===== src/common/ssdr_regs.svh =====
// register offsets, field positions, reset values and the zero-word check code for the secded debug regs
//
// Functional notes
// status bit 0 shows init done
// status register read-only, writes ignored
// irq when flag set and enable bit
// single-bit error sets sticky flag
// flag cleared by writing one
// 24-bit debug pointer read/write anytime
// pointer bits outside memory not writable
// software keeps pointer inside memory
// debug data: write source, read destination
// 6-bit check value in bits 5:0
// command writable only in special mode
// command bit 7 disables read repair
// write command stores raw data and check
// write command self-clears when done
// read command loads raw data, check
// both commands set: only write runs
// no new command while one busy
// debug access lowest priority, after init
// repair disabled: flag set, word unchanged
// power-up fills memory with zero code
// irq output is flag and enable
`ifndef SSDR_REGS_SVH
`define SSDR_REGS_SVH

// ******************************
// register offsets
// ******************************
`define SSDR_OFS_STATUS 8'h00
`define SSDR_OFS_IRQ_EN 8'h01
`define SSDR_OFS_IRQ_FLAG 8'h02
`define SSDR_OFS_PTR_HIGH 8'h07
`define SSDR_OFS_PTR_MID 8'h08
`define SSDR_OFS_PTR_LOW 8'h09
`define SSDR_OFS_DATA_HIGH 8'h0c
`define SSDR_OFS_DATA_LOW 8'h0d
`define SSDR_OFS_CHECK 8'h0e
`define SSDR_OFS_COMMAND 8'h0f

// ******************************
// field positions and reset values
// ******************************
`define SSDR_BIT_READY 0
`define SSDR_BIT_IRQ_EN 0
`define SSDR_BIT_FLAG 0
`define SSDR_BIT_RD_CMD 0
`define SSDR_BIT_WR_CMD 1
`define SSDR_BIT_REPAIR_DIS 7
`define SSDR_RST_BYTE 8'h00
`define SSDR_RST_PTR 24'h000000
`define SSDR_RST_WORD 16'h0000
`define SSDR_RST_CHECK 6'h00

// ******************************
// check code of an all-zero word: every equation inverts an even parity
// ******************************
`define SSDR_ZERO_CHECK 6'h3f

`endif


===== src/common/ssdr_pkg.sv =====
// types shared by the secded debug register block
package ssdr_pkg;
  // memory-side sequencer states
  typedef enum logic [1:0] {
    ssdr_init_t_fill,
    ssdr_idle,
    ssdr_dbg_go
  } ssdr_state_t;
  // bus access kind seen by the array port
  typedef enum logic [1:0] {
    ssdr_op_none,
    ssdr_op_read,
    ssdr_op_write
  } ssdr_op_t;
endpackage


===== src/rtl/ssdr_ctrl.sv =====
// register side of the sram secded unit: status, irq, debug pointer, data and command
//
// Chosen here: the plain strobed port.
`include "ssdr_regs.svh"

module ssdr_ctrl #(
  parameter int ADDR_W = 13,                    // word address bits really stored
  parameter int BASE_W = 24                     // pointer width
) (
  input wire logic core_clk,                    // system clock, 20 mhz
  input wire logic reset_n,                     // async reset, active low
  input wire logic special_mode,                // chip special mode, async pin
  input wire logic [7:0] reg_addr,              // register offset
  input wire logic [7:0] reg_wdata,             // write data
  input wire logic reg_wr,                      // write strobe
  input wire logic reg_rd,                      // read strobe
  output logic [7:0] reg_rdata,                 // read data, cycle after strobe
  output logic irq_req,                         // single error interrupt level
  output logic ready,                           // init done, access allowed
  output logic read_repair_disable,             // stop automatic read repair
  input wire logic single_err_event,            // one-cycle pulse from checker
  input wire logic sys_busy,                    // other masters pending this cycle
  output logic mem_req,                         // array strobe
  output logic mem_we,                          // array write enable
  output logic [ADDR_W-1:0] mem_addr,           // array word address
  output logic [15:0] mem_wdata,                // raw data to array
  output logic [5:0] mem_wcheck,                // raw check bits to array
  input wire logic [15:0] mem_rdata,            // raw data from array, next cycle
  input wire logic [5:0] mem_rcheck             // raw check bits from array
);
  import ssdr_pkg::*;

  // ******************************
  // reset release and pin sync
  // ******************************
  logic rst_meta_q;                             // first release stage
  logic rst_n_q;                                // released reset used below
  logic spec_meta_q;                            // special mode first stage
  logic spec_q;                                 // special mode, synchronous

  // assertion is immediate; only the release waits for the clock
  // reset deasserts cleanly on the clock
  always_ff @(posedge core_clk or negedge reset_n)
  begin
    if (!reset_n)
    begin
      rst_meta_q <= 1'b0;
      rst_n_q <= 1'b0;
    end
    else
    begin
      rst_meta_q <= 1'b1;
      rst_n_q <= rst_meta_q;
    end
  end

  // the mode pin may change at any time; only the synced copy is read
  // special mode is a pin: two stages before use
  always_ff @(posedge core_clk or negedge rst_n_q)
  begin
    if (!rst_n_q)
    begin
      spec_meta_q <= 1'b0;
      spec_q <= 1'b0;
    end
    else
    begin
      spec_meta_q <= special_mode;
      spec_q <= spec_meta_q;
    end
  end

  // ******************************
  // register state
  // ******************************
  logic irq_en_q;                               // single_err_irq_en
  logic flag_q;                                 // single_err_flag
  logic [BASE_W-1:0] ptr_q;                     // debug_pointer
  logic [15:0] data_q;                          // debug_data_word
  logic [5:0] check_q;                          // debug_check_value
  logic wr_cmd_q;                               // debug_write_cmd
  logic rd_cmd_q;                               // debug_read_cmd
  logic repair_dis_q;                           // read_repair_disable
  ssdr_state_t state_q;                         // sequencer state
  logic [ADDR_W-1:0] fill_q;                    // init fill address
  logic rd_issue_q;                             // debug read on the array this cycle
  // array answers one cycle after the strobe, so the load waits one more
  logic rd_pend_q;                              // debug read data due this cycle
  logic wr_en;                                  // qualified write strobe
  logic dbg_done;                               // debug access completes
  logic [BASE_W-1:0] ptr_mask;                  // writable pointer bits

  // bus strobes share the core clock, so no sync stage here
  assign wr_en = reg_wr;

  // only word address bits inside the array are stored; the byte lane bit 0 is not
  function automatic logic [BASE_W-1:0] ssdr_mask(input int aw);
    logic [BASE_W-1:0] m;
    m = '0;
    for (int i = 1; i <= aw; i++)
    begin
      m[i] = 1'b1;
    end
    return m;
  endfunction

  // bit 0 picks a byte lane; debug access is always word aligned
  assign ptr_mask = ssdr_mask(ADDR_W);

  // ******************************
  // interrupt enable and flag
  // ******************************
  // enable bit; reset leaves the request masked
  always_ff @(posedge core_clk or negedge rst_n_q)
  begin
    if (!rst_n_q)
    begin
      irq_en_q <= 1'b0;
    end
    else if (wr_en && reg_addr == `SSDR_OFS_IRQ_EN)
    begin
      irq_en_q <= reg_wdata[`SSDR_BIT_IRQ_EN];
    end
  end

  // sticky flag; a new event beats a clear in the same cycle
  // a zero written to the flag leaves it alone
  always_ff @(posedge core_clk or negedge rst_n_q)
  begin
    if (!rst_n_q)
    begin
      flag_q <= 1'b0;
    end
    else if (single_err_event)
    begin
      flag_q <= 1'b1;
    end
    else if (wr_en && reg_addr == `SSDR_OFS_IRQ_FLAG && reg_wdata[`SSDR_BIT_FLAG])
    begin
      flag_q <= 1'b0;
    end
  end

  // level request straight from a flop, one cycle behind the flag
  always_ff @(posedge core_clk or negedge rst_n_q)
  begin
    if (!rst_n_q)
    begin
      irq_req <= 1'b0;
    end
    else
    begin
      irq_req <= flag_q & irq_en_q;
    end
  end

  // ******************************
  // debug pointer, data, check value
  // ******************************
  // pointer bytes; bits outside the array read back as zero
  // so software can see which address it really holds
  always_ff @(posedge core_clk or negedge rst_n_q)
  begin
    if (!rst_n_q)
    begin
      ptr_q <= `SSDR_RST_PTR;
    end
    else if (wr_en && reg_addr == `SSDR_OFS_PTR_HIGH)
    begin
      ptr_q[23:16] <= reg_wdata & ptr_mask[23:16];
    end
    else if (wr_en && reg_addr == `SSDR_OFS_PTR_MID)
    begin
      ptr_q[15:8] <= reg_wdata & ptr_mask[15:8];
    end
    else if (wr_en && reg_addr == `SSDR_OFS_PTR_LOW)
    begin
      ptr_q[7:0] <= reg_wdata & ptr_mask[7:0];
    end
  end

  // a finished debug read overwrites data and check; it wins over software
  always_ff @(posedge core_clk or negedge rst_n_q)
  begin
    if (!rst_n_q)
    begin
      data_q <= `SSDR_RST_WORD;
      check_q <= `SSDR_RST_CHECK;
    end
    else if (rd_pend_q)
    begin
      data_q <= mem_rdata;
      check_q <= mem_rcheck;
    end
    else if (wr_en && reg_addr == `SSDR_OFS_DATA_HIGH)
    begin
      data_q[15:8] <= reg_wdata;
    end
    else if (wr_en && reg_addr == `SSDR_OFS_DATA_LOW)
    begin
      data_q[7:0] <= reg_wdata;
    end
    else if (wr_en && reg_addr == `SSDR_OFS_CHECK)
    begin
      check_q <= reg_wdata[5:0];
    end
  end

  // ******************************
  // debug command
  // ******************************
  // command bits need special mode and an idle debug path
  // a write outside special mode is dropped as a whole
  // bit 7 follows every accepted write, even while a command runs
  always_ff @(posedge core_clk or negedge rst_n_q)
  begin
    if (!rst_n_q)
    begin
      wr_cmd_q <= 1'b0;
      rd_cmd_q <= 1'b0;
      repair_dis_q <= 1'b0;
    end
    else
    begin
      if (wr_en && reg_addr == `SSDR_OFS_COMMAND && spec_q)
      begin
        repair_dis_q <= reg_wdata[`SSDR_BIT_REPAIR_DIS];
        if (!wr_cmd_q && !rd_cmd_q)
        begin
          if (reg_wdata[`SSDR_BIT_WR_CMD])
          begin
            wr_cmd_q <= 1'b1;
          end
          else if (reg_wdata[`SSDR_BIT_RD_CMD])
          begin
            rd_cmd_q <= 1'b1;
          end
        end
      end
      if (dbg_done)
      begin
        wr_cmd_q <= 1'b0;
        rd_cmd_q <= 1'b0;
      end
    end
  end

  // the repair switch goes to the read datapath as a plain level
  assign read_repair_disable = repair_dis_q;

  // ******************************
  // array sequencer: fill, then lowest priority debug
  // ******************************
  // a write ends as it is launched; a read ends when its data land
  assign dbg_done = rd_pend_q || (state_q == ssdr_dbg_go && wr_cmd_q);

  always_ff @(posedge core_clk or negedge rst_n_q)
  begin
    if (!rst_n_q)
    begin
      state_q <= ssdr_init_t_fill;
      fill_q <= '0;
      ready <= 1'b0;
      mem_req <= 1'b0;
      mem_we <= 1'b0;
      mem_addr <= '0;
      mem_wdata <= `SSDR_RST_WORD;
      mem_wcheck <= `SSDR_RST_CHECK;
      rd_issue_q <= 1'b0;
      rd_pend_q <= 1'b0;
    end
    else
    begin
      mem_req <= 1'b0;
      mem_we <= 1'b0;
      rd_issue_q <= 1'b0;
      rd_pend_q <= rd_issue_q;
      case (state_q)
        ssdr_init_t_fill:
        begin
          // the array is owned by the fill until the last word is written
          // every word gets zero data with its matching code
          mem_req <= 1'b1;
          mem_we <= 1'b1;
          mem_addr <= fill_q;
          mem_wdata <= `SSDR_RST_WORD;
          mem_wcheck <= `SSDR_ZERO_CHECK;
          fill_q <= fill_q + 1'b1;
          // the address wraps to zero as the sequencer leaves
          if (&fill_q)
          begin
            state_q <= ssdr_idle;
          end
        end
        ssdr_idle:
        begin
          ready <= 1'b1;
          // pending debug waits for a cycle with no other master
          if ((wr_cmd_q || rd_cmd_q) && !sys_busy && !rd_issue_q && !rd_pend_q)
          begin
            state_q <= ssdr_dbg_go;
          end
        end
        default:
        begin
          // one array access; no range check on the pointer (software's job)
          mem_req <= 1'b1;
          mem_we <= wr_cmd_q;
          mem_addr <= ptr_q[ADDR_W:1];
          mem_wdata <= data_q;
          mem_wcheck <= check_q;
          // the read strobe goes out now; its data are loaded two edges later
          rd_issue_q <= rd_cmd_q;
          state_q <= ssdr_idle;
        end
      endcase
    end
  end

  // ******************************
  // read port, data in the cycle after the strobe
  // ******************************
  // idle cycles return zero so a stale byte never lingers
  // reads have no side effects; the flag clears only on a write
  always_ff @(posedge core_clk or negedge rst_n_q)
  begin
    if (!rst_n_q)
    begin
      reg_rdata <= `SSDR_RST_BYTE;
    end
    else if (!reg_rd)
    begin
      reg_rdata <= `SSDR_RST_BYTE;
    end
    else if (reg_addr == `SSDR_OFS_STATUS)
    begin
      reg_rdata <= {7'h00, ready};
    end
    else if (reg_addr == `SSDR_OFS_IRQ_EN)
    begin
      reg_rdata <= {7'h00, irq_en_q};
    end
    else if (reg_addr == `SSDR_OFS_IRQ_FLAG)
    begin
      reg_rdata <= {7'h00, flag_q};
    end
    else if (reg_addr == `SSDR_OFS_PTR_HIGH)
    begin
      reg_rdata <= ptr_q[23:16];
    end
    else if (reg_addr == `SSDR_OFS_PTR_MID)
    begin
      reg_rdata <= ptr_q[15:8];
    end
    else if (reg_addr == `SSDR_OFS_PTR_LOW)
    begin
      reg_rdata <= ptr_q[7:0];
    end
    else if (reg_addr == `SSDR_OFS_DATA_HIGH)
    begin
      reg_rdata <= data_q[15:8];
    end
    else if (reg_addr == `SSDR_OFS_DATA_LOW)
    begin
      reg_rdata <= data_q[7:0];
    end
    else if (reg_addr == `SSDR_OFS_CHECK)
    begin
      reg_rdata <= {2'b00, check_q};
    end
    else if (reg_addr == `SSDR_OFS_COMMAND)
    begin
      reg_rdata <= {repair_dis_q, 5'h00, wr_cmd_q, rd_cmd_q};
    end
    else
    begin
      reg_rdata <= `SSDR_RST_BYTE;              // reserved and unmapped read zero
    end
  end
endmodule


===== config.mk =====
export PLATFORM = sky130hd
export DESIGN_NAME = ssdr_ctrl
export DESIGN_NICKNAME = d
export VERILOG_FILES = /design/src/common/ssdr_pkg.sv /design/src/rtl/ssdr_ctrl.sv
export VERILOG_INCLUDE_DIRS = /design/src /design/src/common
export SDC_FILE = /design/constraint.sdc
export NUM_CORES = 1
export LEC_CHECK = 0
export BUFFER_PORTS_ARGS = -buffer_cell sky130_fd_sc_hd__buf_2
export CAP_MARGIN = 10
export CORE_ASPECT_RATIO = 1.2
export CORE_MARGIN = 2
export CORE_UTILIZATION = 24
export CTS_BUF_LIST = sky130_fd_sc_hd__clkbuf_2
export DETAILED_ROUTE_END_ITERATION = 10
export GPL_TIMING_DRIVEN = 0
export PLACE_DENSITY = 0.46
export SKIP_CTS_REPAIR_TIMING = 1
export SLEW_MARGIN = 5
export SYNTH_ARGS = -nofsm -noshare
export SYNTH_HDL_FRONTEND = slang
export SYNTH_SLANG_ARGS = --single-unit

===== constraint.sdc =====
create_clock -name core_clk -period 5.2 [get_ports core_clk]
set_input_delay 0.52 -clock core_clk [delete_from_list [all_inputs] [get_ports core_clk]]
set_output_delay 0.52 -clock core_clk [all_outputs]
set_load 0.01 [all_outputs]

==> impl_metrics.yaml <==
outcome:
  status: "complete, no violations"
place:
  port_buffers: 90
  gp_congestion: 0.907
  pre_cts_ws_ns: 2.41
  hpwl_microns: 12600
grt:
  overflow: 0
  track_usage_pct: 15.1
  grt_antenna_before_repair: 2
  grt_max_degree: 64
  grt_pass1_vias: 4287
  grt_pass1_wl_microns: 24900
power_and_ir_drop:
  p_int_uw: 1200
  switching_share_pct: 31.3
  switchingPower_uw: 545
  seq_power_share_pct: 55.4
  p_leak_uw: 0.00273
  clockPowerShare_pct: 25.6
  combPwrFrac_pct: 19.0
  worst_ir_drop_vdd_mv: 0.0966
  power_density_nw_per_um2: 287
timing:
  tightest_slew_ns: 1.02
  grt_setup_unrepaired: "false"
  fmax_ghz: 0.415
  post-route-min-period_ns: 2.41
  tns_ns: 0
  hold_viol: 0
  finalClockSkew_ns: 0.0614
  relSlewSlack_pct: 31.5
  fin_crit_sh_pct: 46.4
  setup_viol: 0
  drv_slew: 0
  fin_ws_ns: 2.79
drt:
  route.vias.total: 4148
  routedWlPerCell_microns: 19.4
  viasPerCell: 4.92
  routed_wl_microns: 16400
  drt-initial-drc-count: 269
  route.detailed.drc: 0
  ant_nets: 0
  dr.pass1.iters: 5
critical_path:
  cp_slowest_cell: "nor2_1"
  path_class: "flop to flop"
  cp_cell_sequence: "clkbuf_1 -> nor2_1 -> clkinv_1 -> nor4_1 -> a21oi_1"
  cp-start-kind: "flop"
  cp_max_fo: 10
  critPathMaxStageDelay_ns: 0.63
  crit_arrival_ns: 2.95
  crit_required_ns: 5.74
  end_kind: "flop"
clock_tree:
  numCtsBuffers: 9
  cts_tree: "yes"
  clkLatencyLatePin_ns: 0.66
  ctsHtreeMaxLevel: 3
  clockBufferDepth: 2
  path_clk_slew_ns: 0.27
  cts_root_buf: "clkbuf_2"
  cts.sinks: 108
cells_and_area:
  final_util_pct: 29.1
  ff_latch_area_sq_um: 2710
  areaGrowthSynthToFinish_pct: 19.3
  multiInputGateArea_sq_um: 2170
  n_fill_cell: 2231
  final_nets: 613
  drive_gt1_share_pct: 23.8
yosys:
  ys_ff_latch: 108
  netlist_top_cells_area: "dfrtp_1, nor2b_1, a21oi_1"
  yosys_warnings: 0
  syn_inst: 462
  ys_seq_area_share_pct: 53.0
  synth.avg_cell_area_sq_um: 11.0
  yosys.cell_types.count: 49
  synth_top_area_share_pct: 53.0
  synthArstFlopShare_pct: 100
  synth_edf_count: 0
  synth_nets: 508
  post-synth-top-area-cell: "dfrtp_1"
  synth_area_sq_um: 5100
  ys.flop_type: "dfrtp_1"
floorplan:
  start_util_pct: 24.4
  ios: 93
  core-area_sq_um: 20900
  dieHeight_microns: 164
  dieArea_sq_um: 22400
  rows: 58
  dieWidth_microns: 137
flow_run:
  drv_cap: 0
worst_hold_path:
  hold_path.class: "input port to flop"
## cells in the final DEF (no fill, tap or decap), types with 7 or more instances in the layout
| cell | count |
|---|---|
| xnor2_1 | 11 |
| a22o_1 | 16 |
| nor2_1 | 13 |
| o31ai_1 | 22 |
| mux2i_1 | 16 |
| clkbuf_2 | 11 |
| buf_2 | 91 |
| mux2_2 | 12 |
| dfrtp_1 | 107 |
| a21oi_1 | 39 |
| nor2b_1 | 33 |
| o21ai_0 | 14 |
| inv_1 | 12 |
| nand4_1 | 11 |
| a41oi_1 | 22 |
| mux2_4 | 7 |
| nand2_1 | 18 |
| clkbuf_1 | 33 |
## layout make-up
type	count	area share, %
Sequential cell	108	44.5
Multi-Input combinational cell	299	35.7
Timing Repair Buffer	94	8.35
Tap cell	270	5.55
Buffer	42	2.86
Clock inverter	5	1.28
Clock buffer	11	0.905
Inverter	13	0.802
Antenna cell	1	0.0411
## metal layers
metal / vias to the layer above / global-route usage (%) / part of all wire [%]
met5: - / 0 / 0.067
met4: 2 / 5.48 / 2.4
met3: 27 / 2.95 / 5.4
met2: 126 / 24.8 / 49
met1: 2071 / 19.6 / 43
li1: 1922 / - / -
## metrics by stage
step | cell area (sq um) | std cells | power, uW | hold WS, ns
4_1_cts | 6050 | 839 | 1770 | -0.491
2_1_floorplan | 5100 | 462 | 1170 | 0.224
5_1_grt | 6080 | 843 | 1840 | 0.000283
3_5_place_dp | 5920 | 823 | 1320 | 0.308
6_report | 6080 | 843 | 1740 | 0.0575
3_3_place_gp | 5890 | 822 | 1310 | 0.305
## final timing paths
kind	start	endpoint	slack, ns	cells after the start
min in group asynchronous	reset_n	rst_n_q	0.09	2
min	single_err_event	flag_q	0.06	2
max	state_q[1]	state_q[0]	2.79	5
max in group asynchronous	rst_n_q	ptr_q[7]	4.07	1
max reg2reg	state_q[1]	state_q[0]	2.79	5
min reg2reg	rst_n_q	data_q[8]	0.36	0
## state kept, by name (all words and copies together), names as in the netlist, 2 cells and up
name / flops
fill_q: 13
check_q: 6
data_q: 16
ptr_q: 13
reg_rdata: 8
mem_wcheck: 6
mem_wdata: 16
state_q: 2
mem_addr: 13
## synthesized netlist by cell type (7+ instances only)
cell and count:
mux2_2 12, nor2b_1 33, mux2_4 7, nor2_1 13
o31ai_1 22, a21oi_1 39, nand4_1 11, xnor2_1 11
clkbuf_1 33, nand2_1 18, inv_1 12, o21ai_0 14
a41oi_1 22, a22o_1 16, mux2i_1 16, dfrtp_1 108
## power groups by stage
stage	Sequential (uW)	Combinational (uW)	Clock, uW
after global placement	992	317	0
after CTS	969	334	464
after global routing	977	367	499
after floorplan	984	187	0
final	966	331	447
after detailed placement	984	333	0
## kinds of logic (layout without fill, tap and decap cells)
| group | after synthesis | after routing | synth area share, % |
|---|---|---|---|
| AO/OA/AOI/OAI | 140 | 140 | 19.4 |
| XOR/XNOR | 12 | 12 | 2.06 |
| adder cells (fa/ha/maj) | 1 | 1 | 0.245 |
| buffers and inverters | 55 | 165 | 4.37 |
| flip-flops | 108 | 108 | 53.0 |
| multiplexers | 36 | 36 | 8.29 |
| other | 1 | 2 | 0.0735 |
| AND/OR/NAND/NOR | 109 | 109 | 12.6 |
## critical path: cells and delay by family, from the launching register on
| family | cells | cell delay [ns] |
|---|---|---|
| flops | 1 | 0.42 |
| compound gates | 1 | 0.07 |
| simple gates | 2 | 1.07 |
| buf+inv | 2 | 0.76 |
Note: power is estimated with default switching activity, not from simulation.
